<file path="config.mk">
export PLATFORM = sky130hd
export DESIGN_NAME = smc_top
export DESIGN_NICKNAME = d
export VERILOG_FILES = /design/src/common/smc_pkg.sv /design/src/hdl/smc_clk_gen.sv /design/src/hdl/smc_top.sv
export SDC_FILE = /design/constraint.sdc
export NUM_CORES = 1
export LEC_CHECK = 0
export ABC_AREA = 1
export BUFFER_PORTS_ARGS = -buffer_cell sky130_fd_sc_hd__buf_2
export CORE_ASPECT_RATIO = 1.25
export CORE_UTILIZATION = 60
export DETAILED_ROUTE_END_ITERATION = 8
export MAX_ROUTING_LAYER = met4
export PLACE_DENSITY = 0.74
export SYNTH_ARGS = -nofsm -noshare
export SYNTH_HDL_FRONTEND = slang
export SYNTH_SLANG_ARGS = --single-unit
</file>
<file path="constraint.sdc">
create_clock -name mclk -period 7.9 [get_ports mclk]
set_clock_uncertainty 0.1 [all_clocks]
set_input_delay 0.395 -clock mclk [delete_from_list [all_inputs] [get_ports mclk]]
set_output_delay 0.395 -clock mclk [all_outputs]
set_load 0.02 [all_outputs]
</file>
<file path="src/common/smc_pkg.sv">
// constants and types shared by the mode, control-bus and sensor clock logic
package smc_pkg;

   // ****************************************************************
   // register offsets on the control bus
   // ****************************************************************
   localparam logic [7:0] MODE_REG_OFF    = 8'h03;
   localparam logic [7:0] RATIO_A_OFF     = 8'h06;
   localparam logic [7:0] RATIO_B_OFF     = 8'h07;
   localparam logic [7:0] STATUS_OFF      = 8'h08;

   // ****************************************************************
   // field positions
   // ****************************************************************
   localparam int         MODE_OVR_BIT    = 4;
   localparam int         RATIO_M_LSB     = 3;
   localparam int         RATIO_M_W       = 5;
   localparam int         RATIO_HS_W      = 3;
   localparam int         RATIO_N_W       = 8;

   // ****************************************************************
   // reset values
   // ****************************************************************
   localparam logic [7:0] RATIO_A_RST     = 8'h0a;
   localparam logic [7:0] RATIO_B_RST     = 8'h1b;

   // ****************************************************************
   // control-bus target addresses (7 bit)
   // ****************************************************************
   localparam logic [6:0] BUS_ADDR_LO     = 7'h18;
   localparam logic [6:0] BUS_ADDR_HI     = 7'h19;

   // ****************************************************************
   // types
   // ****************************************************************
   typedef enum logic [2:0] {
      SMC_MODE_SYNC = 3'h0,
      SMC_MODE_EXT  = 3'h2,
      SMC_MODE_INT  = 3'h3,
      SMC_MODE_PAR  = 3'h5
   } smc_mode_t;

   typedef enum logic [6:0] {
      ST_IDLE  = 7'h01,
      ST_ADDR  = 7'h02,
      ST_AACK  = 7'h04,
      ST_REG   = 7'h08,
      ST_DACK  = 7'h10,
      ST_WDATA = 7'h20,
      ST_RDATA = 7'h40
   } smc_bus_st_t;

endpackage

</file>
<file path="src/hdl/smc_clk_gen.sv">
// fractional sensor reference clock generator
`timescale 1ns/10ps
module smc_clk_gen
   import smc_pkg::*;
#(
   parameter int M_W  = RATIO_M_W,
   parameter int N_W  = RATIO_N_W,
   parameter int HS_W = RATIO_HS_W
)(
   input  wire logic            clk,
   input  wire logic            rst,
   input  wire logic            enable,
   input  wire logic            fc_tick,
   input  wire logic [HS_W-1:0] hs_code,
   input  wire logic [M_W-1:0]  ratio_m,
   input  wire logic [N_W-1:0]  ratio_n,
   output logic                 clk_o
);
   localparam int PRE_W = 1 << HS_W;

   if (M_W >= N_W || HS_W > 4 || HS_W < 1) begin : g_chk
      $error("smc_clk_gen: unsupported widths");
   end

   logic [PRE_W-1:0] pre_cnt;
   logic [N_W:0]     acc;

   wire  [PRE_W-1:0] hs_div_m1 = (PRE_W'(1) << hs_code) - PRE_W'(1);
   // >= so a divider shortened mid-count steps now instead of wrapping the count
   wire              step      = fc_tick && (pre_cnt >= hs_div_m1);
   wire  [N_W+1:0]   sum       = (N_W+2)'(acc) + (N_W+2)'({ratio_m, 1'b0});
   wire  [N_W+1:0]   sum_n     = sum - (N_W+2)'(ratio_n);
   wire              wrap      = (sum >= (N_W+2)'(ratio_n)) && (ratio_n != '0);
   // an accumulator that could outrun n is cleared; 2m below n is the host's duty
   wire              over      = sum_n >= (N_W+2)'(ratio_n);
   wire  [N_W:0]     next_acc  = !wrap ? (N_W+1)'(sum) : over ? '0 : (N_W+1)'(sum_n);

   // fc times m over divider times n
   always_ff @(posedge clk) begin
      if (rst || !enable) begin
         pre_cnt <= '0;
         acc     <= '0;
         clk_o   <= 1'b0;
      end else if (fc_tick) begin
         pre_cnt <= step ? '0 : pre_cnt + PRE_W'(1);
         if (step && ratio_n != '0) begin
            acc <= next_acc;
            if (wrap) begin
               clk_o <= ~clk_o;
            end
         end
      end
   end

endmodule

</file>
<file path="src/hdl/smc_top.sv">
// strap-driven mode selection, control-bus target and sensor clock output
`timescale 1ns/10ps
module smc_top
   import smc_pkg::*;
(
   input  wire logic       mclk,
   input  wire logic       rst,
   input  wire logic       power_down_input,
   input  wire logic [2:0] mode_strap_code,
   input  wire logic [2:0] address_strap_input,
   input  wire logic       fc_tick,
   input  wire logic       scl_in,
   input  wire logic       sda_in,
   output logic            sda_out,
   output logic            sda_oe,
   output logic            clk_out,
   output logic            clk_out_oe,
   output logic            ref_sel_back_channel,
   output logic            ref_sel_external,
   output logic            ref_sel_always_on,
   output logic            i2c_io_3v3
);

   // ****************************************************************
   // pin synchronisers
   // ****************************************************************
   logic       pdb_s1, pdb_s2, pdb_d;
   logic       scl_s1, scl_s2, scl_d;
   logic       sda_s1, sda_s2, sda_d;
   logic [2:0] mstrap_s1, mstrap_s2;
   logic [2:0] astrap_s1, astrap_s2;

   always_ff @(posedge mclk) begin
      if (rst) begin
         pdb_s1    <= 1'b0;
         pdb_s2    <= 1'b0;
         pdb_d     <= 1'b0;
         scl_s1    <= 1'b1;
         scl_s2    <= 1'b1;
         scl_d     <= 1'b1;
         sda_s1    <= 1'b1;
         sda_s2    <= 1'b1;
         sda_d     <= 1'b1;
         mstrap_s1 <= 3'h0;
         mstrap_s2 <= 3'h0;
         astrap_s1 <= 3'h0;
         astrap_s2 <= 3'h0;
      end else begin
         pdb_s1    <= power_down_input;
         pdb_s2    <= pdb_s1;
         pdb_d     <= pdb_s2;
         scl_s1    <= scl_in;
         scl_s2    <= scl_s1;
         scl_d     <= scl_s2;
         sda_s1    <= sda_in;
         sda_s2    <= sda_s1;
         sda_d     <= sda_s2;
         mstrap_s1 <= mode_strap_code;
         mstrap_s2 <= mstrap_s1;
         astrap_s1 <= address_strap_input;
         astrap_s2 <= astrap_s1;
      end
   end

   // ****************************************************************
   // decode
   // ****************************************************************
   logic        configured;
   logic [2:0]  mode;
   logic        mode_ovr;
   logic        addr_hi;
   logic [7:0]  ratio_a;
   logic [7:0]  ratio_b;
   smc_bus_st_t st, next_st;
   logic [3:0]  bit_cnt, next_cnt;
   logic [7:0]  shreg, next_sh;
   logic [7:0]  ptr, next_ptr;
   logic        rw, next_rw;
   logic        next_oe;

   wire pdb_rise  = pdb_s2 & ~pdb_d;
   wire scl_rise  = scl_s2 & ~scl_d;
   wire scl_fall  = ~scl_s2 & scl_d;
   wire bus_start = scl_s2 & scl_d & ~sda_s2 & sda_d;
   wire bus_stop  = scl_s2 & scl_d & sda_s2 & ~sda_d;

   // only the four mode codes are taken
   wire strap_ok  = mstrap_s2 == SMC_MODE_SYNC || mstrap_s2 == SMC_MODE_EXT
                 || mstrap_s2 == SMC_MODE_INT  || mstrap_s2 == SMC_MODE_PAR;
   wire wmode_ok  = shreg[2:0] == SMC_MODE_SYNC || shreg[2:0] == SMC_MODE_EXT
                 || shreg[2:0] == SMC_MODE_INT  || shreg[2:0] == SMC_MODE_PAR;

   // codes 2 and 4 pick the high address
   wire strap_hi  = astrap_s2 == 3'h2 || astrap_s2 == 3'h4;
   wire strap_3v3 = astrap_s2 == 3'h3 || astrap_s2 == 3'h4;
   wire [6:0] dev_addr = addr_hi ? BUS_ADDR_HI : BUS_ADDR_LO;

   // no sensor clock from the always-on oscillator mode
   wire clk_en    = configured && mode != SMC_MODE_INT;

   wire wr_en     = st == ST_WDATA && scl_fall && bit_cnt == 4'h8
                 && !bus_start && !bus_stop;
   wire [7:0] rd_ptr  = (st == ST_RDATA) ? ptr + 8'h01 : ptr;
   wire [7:0] rd_data = (rd_ptr == MODE_REG_OFF) ? {3'h0, mode_ovr, 1'b0, mode}
                      : (rd_ptr == RATIO_A_OFF)  ? ratio_a
                      : (rd_ptr == RATIO_B_OFF)  ? ratio_b
                      : (rd_ptr == STATUS_OFF)   ? {5'h00, i2c_io_3v3, clk_out_oe, configured}
                      : 8'h00;

   // ****************************************************************
   // power-up straps and configuration registers
   // ****************************************************************
   always_ff @(posedge mclk) begin
      if (rst) begin
         configured <= 1'b0;
         mode       <= SMC_MODE_SYNC;
         mode_ovr   <= 1'b0;
         addr_hi    <= 1'b0;
         i2c_io_3v3 <= 1'b0;
         ratio_a    <= RATIO_A_RST;
         ratio_b    <= RATIO_B_RST;
      end else if (!pdb_s2) begin
         configured <= 1'b0;
      end else if (pdb_rise) begin
         // latch mode strap on rising edge
         mode       <= strap_ok ? mstrap_s2 : SMC_MODE_SYNC;
         mode_ovr   <= 1'b0;
         addr_hi    <= strap_hi;
         i2c_io_3v3 <= strap_3v3;
         configured <= 1'b1;
      end else if (wr_en) begin
         // mode read and changed over the bus
         if (ptr == MODE_REG_OFF) begin
            mode_ovr <= shreg[MODE_OVR_BIT];
            // override bit gates the mode field
            if (shreg[MODE_OVR_BIT] && wmode_ok) begin
               mode <= shreg[2:0];
            end
         end
         if (ptr == RATIO_A_OFF) begin
            ratio_a <= shreg;
         end
         if (ptr == RATIO_B_OFF) begin
            ratio_b <= shreg;
         end
      end
   end

   // ****************************************************************
   // control-bus target
   // ****************************************************************
   // byte-wise target with auto-increment pointer
   always_comb begin
      next_st  = st;
      next_cnt = bit_cnt;
      next_sh  = shreg;
      next_ptr = ptr;
      next_rw  = rw;
      next_oe  = sda_oe;
      if (!configured || bus_stop) begin
         next_st = ST_IDLE;
         next_oe = 1'b0;
      end else if (bus_start) begin
         next_st  = ST_ADDR;
         next_cnt = 4'h0;
         next_oe  = 1'b0;
      end else begin
         case (st)
            ST_ADDR, ST_REG, ST_WDATA: begin
               if (scl_rise && bit_cnt != 4'h8) begin
                  next_sh  = {shreg[6:0], sda_s2};
                  next_cnt = bit_cnt + 4'h1;
               end else if (scl_fall && bit_cnt == 4'h8) begin
                  next_cnt = 4'h0;
                  next_oe  = 1'b1;
                  next_st  = ST_DACK;
                  if (st == ST_ADDR) begin
                     next_rw = shreg[0];
                     next_st = ST_AACK;
                     // answer only on the strapped address
                     if (shreg[7:1] != dev_addr) begin
                        next_oe = 1'b0;
                        next_st = ST_IDLE;
                     end
                  end else if (st == ST_REG) begin
                     next_ptr = shreg;
                  end else begin
                     next_ptr = ptr + 8'h01;
                  end
               end
            end
            ST_AACK: begin
               if (scl_fall) begin
                  next_oe = 1'b0;
                  next_st = ST_REG;
                  if (rw) begin
                     next_sh  = rd_data;
                     next_oe  = ~rd_data[7];
                     next_cnt = 4'h0;
                     next_st  = ST_RDATA;
                  end
               end
            end
            ST_DACK: begin
               if (scl_fall) begin
                  next_oe = 1'b0;
                  next_st = ST_WDATA;
               end
            end
            ST_RDATA: begin
               // bit_cnt 8 marks the host acknowledge slot
               if (bit_cnt == 4'h8 && scl_rise && sda_s2) begin
                  next_st = ST_IDLE;
               end else if (scl_fall) begin
                  if (bit_cnt == 4'h7) begin
                     next_oe  = 1'b0;
                     next_cnt = 4'h8;
                  end else if (bit_cnt == 4'h8) begin
                     next_ptr = ptr + 8'h01;
                     next_sh  = rd_data;
                     next_oe  = ~rd_data[7];
                     next_cnt = 4'h0;
                  end else begin
                     next_sh  = {shreg[6:0], 1'b0};
                     next_oe  = ~shreg[6];
                     next_cnt = bit_cnt + 4'h1;
                  end
               end
            end
            default: begin
               next_st = ST_IDLE;
               next_oe = 1'b0;
            end
         endcase
      end
   end

   always_ff @(posedge mclk) begin
      if (rst) begin
         st      <= ST_IDLE;
         bit_cnt <= 4'h0;
         shreg   <= 8'h00;
         ptr     <= 8'h00;
         rw      <= 1'b0;
         sda_oe  <= 1'b0;
         sda_out <= 1'b0;
      end else begin
         st      <= next_st;
         bit_cnt <= next_cnt;
         shreg   <= next_sh;
         ptr     <= next_ptr;
         rw      <= next_rw;
         sda_oe  <= next_oe;
         sda_out <= 1'b0;
      end
   end

   // ****************************************************************
   // reference selection and clock pin
   // ****************************************************************
   always_ff @(posedge mclk) begin
      if (rst) begin
         ref_sel_back_channel <= 1'b0;
         ref_sel_external     <= 1'b0;
         ref_sel_always_on    <= 1'b0;
         clk_out_oe           <= 1'b0;
      end else begin
         // synchronous mode uses the back channel
         ref_sel_back_channel <= configured && mode == SMC_MODE_SYNC;
         // external and parallel modes use the input
         ref_sel_external     <= configured && (mode == SMC_MODE_EXT || mode == SMC_MODE_PAR);
         ref_sel_always_on    <= configured && mode == SMC_MODE_INT;
         // strap pin turns into clock driver
         clk_out_oe           <= clk_en;
      end
   end

   smc_clk_gen #(
      .M_W  (RATIO_M_W),
      .N_W  (RATIO_N_W),
      .HS_W (RATIO_HS_W)
   ) u_clk_gen (
      .clk     (mclk),
      .rst     (rst),
      .enable  (clk_en),
      .fc_tick (fc_tick),
      .hs_code (ratio_a[RATIO_HS_W-1:0]),
      .ratio_m (ratio_a[RATIO_M_LSB +: RATIO_M_W]),
      .ratio_n (ratio_b),
      .clk_o   (clk_out)
   );

endmodule

</file>
Word level (Yosys, flattened, before mapping). Index checks and enable logic that the tools add are counted.

Reduce and logical (&&, ||, !) cells: 59. Shifts and indexed selects: 1. Bitwise gates (word level): 21. Magnitude comparators: 3. Add/subtract/negate cells: 6. Mux-type cells: 66. Equal/unequal tests: 51.

Operators by type and width (count): $mux 8 (20); $mux 7 (6); $mux 4 (9); $eq 8x3->1 const B (4); $pmux 7 s4 (1); $eq 3x2->1 const B (8); $pmux 8 s3 (1); $mux 3 (7); $ne 3x3->1 const B (7); $ge 10x8->1 (2); $ne 2x2->1 const B (10); $mux 9 (2); $add 8x1->8 const B (2); $eq 8x2->1 const B (2); $logic_and 1x1->1 (16); $pmux 8 s2 (1); $mux 1 (15); $not 1->1 (13); $eq 3x3->1 const B (4); $pmux 4 s3 (1); $reduce_and 4->1 (3); $reduce_and 6->1 (2); $logic_or 1x1->1 (11); $add 9x6->10 (1); other kinds (36) (59).

Word-level logic and storage cells: 241. Register bits: 95. Output and inout bits: 8.

Longest topological paths before layout.
Depth after elaboration: 13. Gate-level depth with buffers: 25. Gate-level depth less buffers: 25.

Modules after synthesis. Synthesis repeated with hierarchy kept, for this count alone.

Cell total of the unflattened synthesis: 863. Area total of the unflattened synthesis: 5995.8 µm².

By module, submodules not included: smc_top (area an instance 3951.3 µm², times used 1, cells each 562); smc_clk_gen (area an instance 2044.5 µm², times used 1, cells each 301).

Least setup slack after synthesis. OpenSTA, ideal clock, no wires.

Kind: register to register. Start: register ratio_a[3]. End: register u_clk_gen.acc[7]. Cell stages (with the launch flop): 24. Arrival time: 3.549 ns. Required time: 7.744 ns. Path slack: 4.196 ns. Setup time: 0.056 ns. Cells stage by stage: dfxtp_1 > ha_1 > fa_1 > ha_1 > nand2_1 > o21ai_0 > a21oi_1 > o21ai_0 > xor2_1 > inv_1 > ha_1 > nand2_1 > nor2_1 > o21ai_0 > inv_1 > o21ai_0 > nand2_1 > nor3_1 > nand2_1 > nor2_2 > nand3_1 > nand3_1 > nand2_1 > inv_1.

Word-level cells in the longest chain between the ends: 5. Elaborated cells between the ends (all ways): 7. Those cells by class: add/sub: 2; order compare: 2; mux: 2; reduce/logical: 1.

Ends and longest elaborated chain: start: declaration (RTL line smc_top.sv:72) `logic [7:0] ratio_a;`; start signal: assignment (RTL line smc_top.sv:141) `ratio_a <= shreg;`; $add 9x6->10 * (RTL line smc_clk_gen.sv:31) `wire [N_W+1:0] sum = (N_W+2)'(acc) + (N_W+2)'({ratio_m, 1'b0});`; $sub 10x8->10 (RTL line smc_clk_gen.sv:32) `wire [N_W+1:0] sum_n = sum - (N_W+2)'(ratio_n);`; $ge 10x8->1 (RTL line smc_clk_gen.sv:35) `wire over = sum_n >= (N_W+2)'(ratio_n);`; $mux 9 (RTL line smc_clk_gen.sv:36) `wire [N_W:0] next_acc = !wrap ? (N_W+1)'(sum) : over ? '0 : (N_W+1)'(sum_n);`; $mux 9 * (RTL line smc_clk_gen.sv:36); end signal: assignment (RTL line smc_clk_gen.sv:47) `acc <= next_acc;`; end: declaration (RTL line smc_clk_gen.sv:26) `logic [N_W:0] acc;`.

Every way passes the cells marked *; elsewhere a longest branch is shown, timed or not. A chain may end at the register's enable or synchronous reset.

Final worst setup path.
Start: register ratio_a[3]. End: register u_clk_gen.acc[6].

Same word-level chain as after synthesis.

==> summary.txt <==
Logic synthesis
  • Post-synthesis net count: approximately 900
  • Distinct cells, synth: 52
  • YS warnings: 0
  • Post-Syn Area per Cell: 6.85 um^2
  • EDFF count, synth: 0
  • Synthesized flop and latch total: 95
  • Sequential share of the synthesized area: 32.6%
  • Most frequently used flop master after synthesis: dfxtp_1
  • Mapped Cells: 853
  • Mapped cell area: 5840 um^2
  • Share of flip-flops with an asynchronous set or reset: 0%

Setup path
  • Worst-path fanout max: 8
  • Slowest cell on the critical path: fa_1
  • CP startpoint kind: flop
  • Worst Path Buf+Inv: 3
  • Crit-path cells: ha_1 -> fa_1 -> ha_1 -> nand2_1 -> o21ai_0 -> a21oi_1 -> o21ai_0 -> xor2_1 -> inv_1 -> ha_1 -> nand2_1 -> nor2_1 -> o21ai_0 -> inv_1 -> o21ai_0 -> nand2_1 -> nor3_1 -> nand2_1 -> nor2_2 -> nand3_1 -> nand3_1 -> nand2_1 -> inv_1
  • Crit path max-delay family: adder cells
  • Critical Path AT: 4.46 ns
  • Flop2flop setup slack: between 3 and 4 ns
  • Setup CP Type: reg2reg
  • CP Data Required Time: slightly above 8 ns
  • Critical path endpoint category: flop
  • Most frequent cell on the critical path: nand2_1
  • Slowest stage delay, CP: 0.50 ns

Power
  • Power Density: between 150 and 200 nW/um^2
  • Cell leakage power: 2.91 nW
  • Max VDD drop: 135 uV
  • Total power: 0.969 mW

Timing
  • Period utilization: 54.0%
  • Unrepaired setup endpoints after global routing: false
  • Slew HR: between 30 and 40%
  • Final Hold Fails: 0
  • Final hold slack: 0.134 ns
  • Final Setup Violations: 0
  • Fin crit period: 4.27 ns
  • Worst slew pin tran: roughly 0.93 ns
  • Fmax: approximately 0.23 GHz
  • Post-Route Setup TNS: 0 ns
  • Fin. max-slew vios: 0

CTS
  • CTS Hold Bufs: 0
  • Clock root cell: clkbuf_16
  • Skew-Pair Late Insertion Delay: 0.34 ns
  • Longest Clk Path Bufs: 2
  • TritonCTS clock tree: done
  • Post_cts resized: 0
  • Clock sink count: 95
  • H-tree levels: 3
  • Clk pin slew, worst setup/hold paths: 0.07 ns
  • Total CTS buffers: 9
  • Post-CTS Setup Inserts: 0

Global route
  • First-pass GRT wire length: between 20000 and 25000 um
  • Initial antenna violation count: 0
  • Pin count of the biggest net entering global routing: 39
  • GRT Resource Usage Total: 30.0%
  • Congestion Overflow GR: 0
  • Vias in the first global route: 5295

Drt
  • Vias per cell: about 5.6
  • Routed wire per std cell: 14.4 um
  • Post-route ant nets: 0
  • Vias: 5534
  • Routed WL: 14300 um
  • Drt drc: 0
  • 1st-iter DRT viols: 428
  • DRT Pass-1 Iters: 8

Die
  • CORE AREA: between 9000 and 10000 um^2
  • Initial core utilization: 63.0%
  • I/O pins: 20
  • Die H: 112 um
  • Site Rows: 39
  • Die width: between 90 and 100 um
  • Die ar.: 10100 um^2

Placed design
  • Number of I/O port buffers: 18
  • DP HPWL: 11000 um
  • RePlAce Congestion: between 0.9 and 1
  • Placed Instance Area: 6010 um^2

Outcome
  • Status: completed

Final layout
  • Final instance area: 6320 um^2
  • Final core utilization: 68.2%
  • Layout cell share with drive strength beyond 1: 9.29%
  • Layout area overhead: 8.25%
  • Antenna cell count: 0
  • Fin nets: roughly 920

Hold path
  • Hold Crit Class: in2reg

Flow run
  • Max_cap viols: 0
-- final timing paths --
path,endpoint,startpoint,cells past startpoint
worst min-delay path,sda_s1$_SDFF_PP1_,sda_in,2
worst max-delay path,u_clk_gen.acc[6]$_SDFFE_PP0P_,ratio_a[3]$_SDFFE_PP1P_,23
worst min register to register,mstrap_s2[2]$_SDFF_PP0_,mstrap_s1[2]$_SDFF_PP0_,2
worst max register to register,u_clk_gen.acc[6]$_SDFFE_PP0P_,ratio_a[3]$_SDFFE_PP1P_,23
-- power breakdown --
part | switching (mW) | internal [mW]
Clock | 0.202 | 0.253
Combinational | 0.0181 | 0.00875
Sequential | 0.00295 | 0.484
-- cell usage after synthesis (10+ instances only) --
cell     instances  area share [%]
o21ai_1         14             1.2
inv_1          137             8.8
nand2_2         10             1.1
dfxtp_1         95              33
nor2_1          97             6.2
o21ai_0         58             5.0
xor2_1          15             2.2
nand4_1         14             1.5
nand2_1        148             9.5
ha_1            34             7.3
nand3_1         46             3.9
a21oi_1         70             6.0
-- cells in the final DEF (no fill, tap or decap), types with 14 or more instances in the layout --
cell,n
ha_1,34
nand3_1,46
a21oi_1,70
dfxtp_1,95
o21ai_1,14
xor2_1,15
o21ai_0,58
nor2_1,97
nand4_1,14
nand2_1,148
inv_1,137
buf_2,18
-- sequential cells by signal, indices dropped and copies added (netlist names), 3 cells and up --
signal / count
astrap_s2: 3
u_clk_gen.acc: 9
mode: 3
mstrap_s1: 3
ratio_a: 8
st: 7
astrap_s1: 3
shreg: 8
ptr: 8
u_clk_gen.pre_cnt: 8
mstrap_s2: 3
ratio_b: 8
bit_cnt: 4
-- worst reg2reg max path, delay by kind of cell, from the launching register on --
| family | cells | cell delay [ns] |
|---|---|---|
| fa+ha+maj | 4 | 1.38 |
| simple gates | 10 | 1.13 |
| compound gates | 5 | 0.90 |
| buf+inv | 3 | 0.18 |
| xor+xnor | 1 | 0.20 |
| flops | 1 | 0.33 |
-- final cells by class --
cell class | instances | area (um^2)
timing repair buffer | 18 | 90.1
sequential | 95 | 1900
multi-input combinational | 595 | 3300
fill | 849 | 2950
clock inverter | 7 | 90.1
tap | 123 | 154
inverter | 148 | 558
clock buffer | 9 | 225
-- through the flow --
stage	std cells	setup WS (ns)
after global routing	995	3.24
after floorplan	853	4.20
after CTS	995	3.65
after global placement	979	3.86
after detailed placement	979	3.69
final	995	3.63
-- per-layer routing --
metal / track usage (%) / wire, um
met4: 17.1 / 664
met2: 54.7 / 7370
met5: - / 0
met1: 30.9 / 5660
met3: 3.86 / 587
-- logic make-up after synthesis --
logic type,synth area share (%)
AND/OR/NAND/NOR,29.0
buffers and inverters,10.9
adder cells (fa/ha/maj),7.97
XOR/XNOR,2.85
AO/OA/AOI/OAI,16.5
other,0.129
flip-flops,32.6
multiplexers,0.171
(Power assumes the default switching activity.)
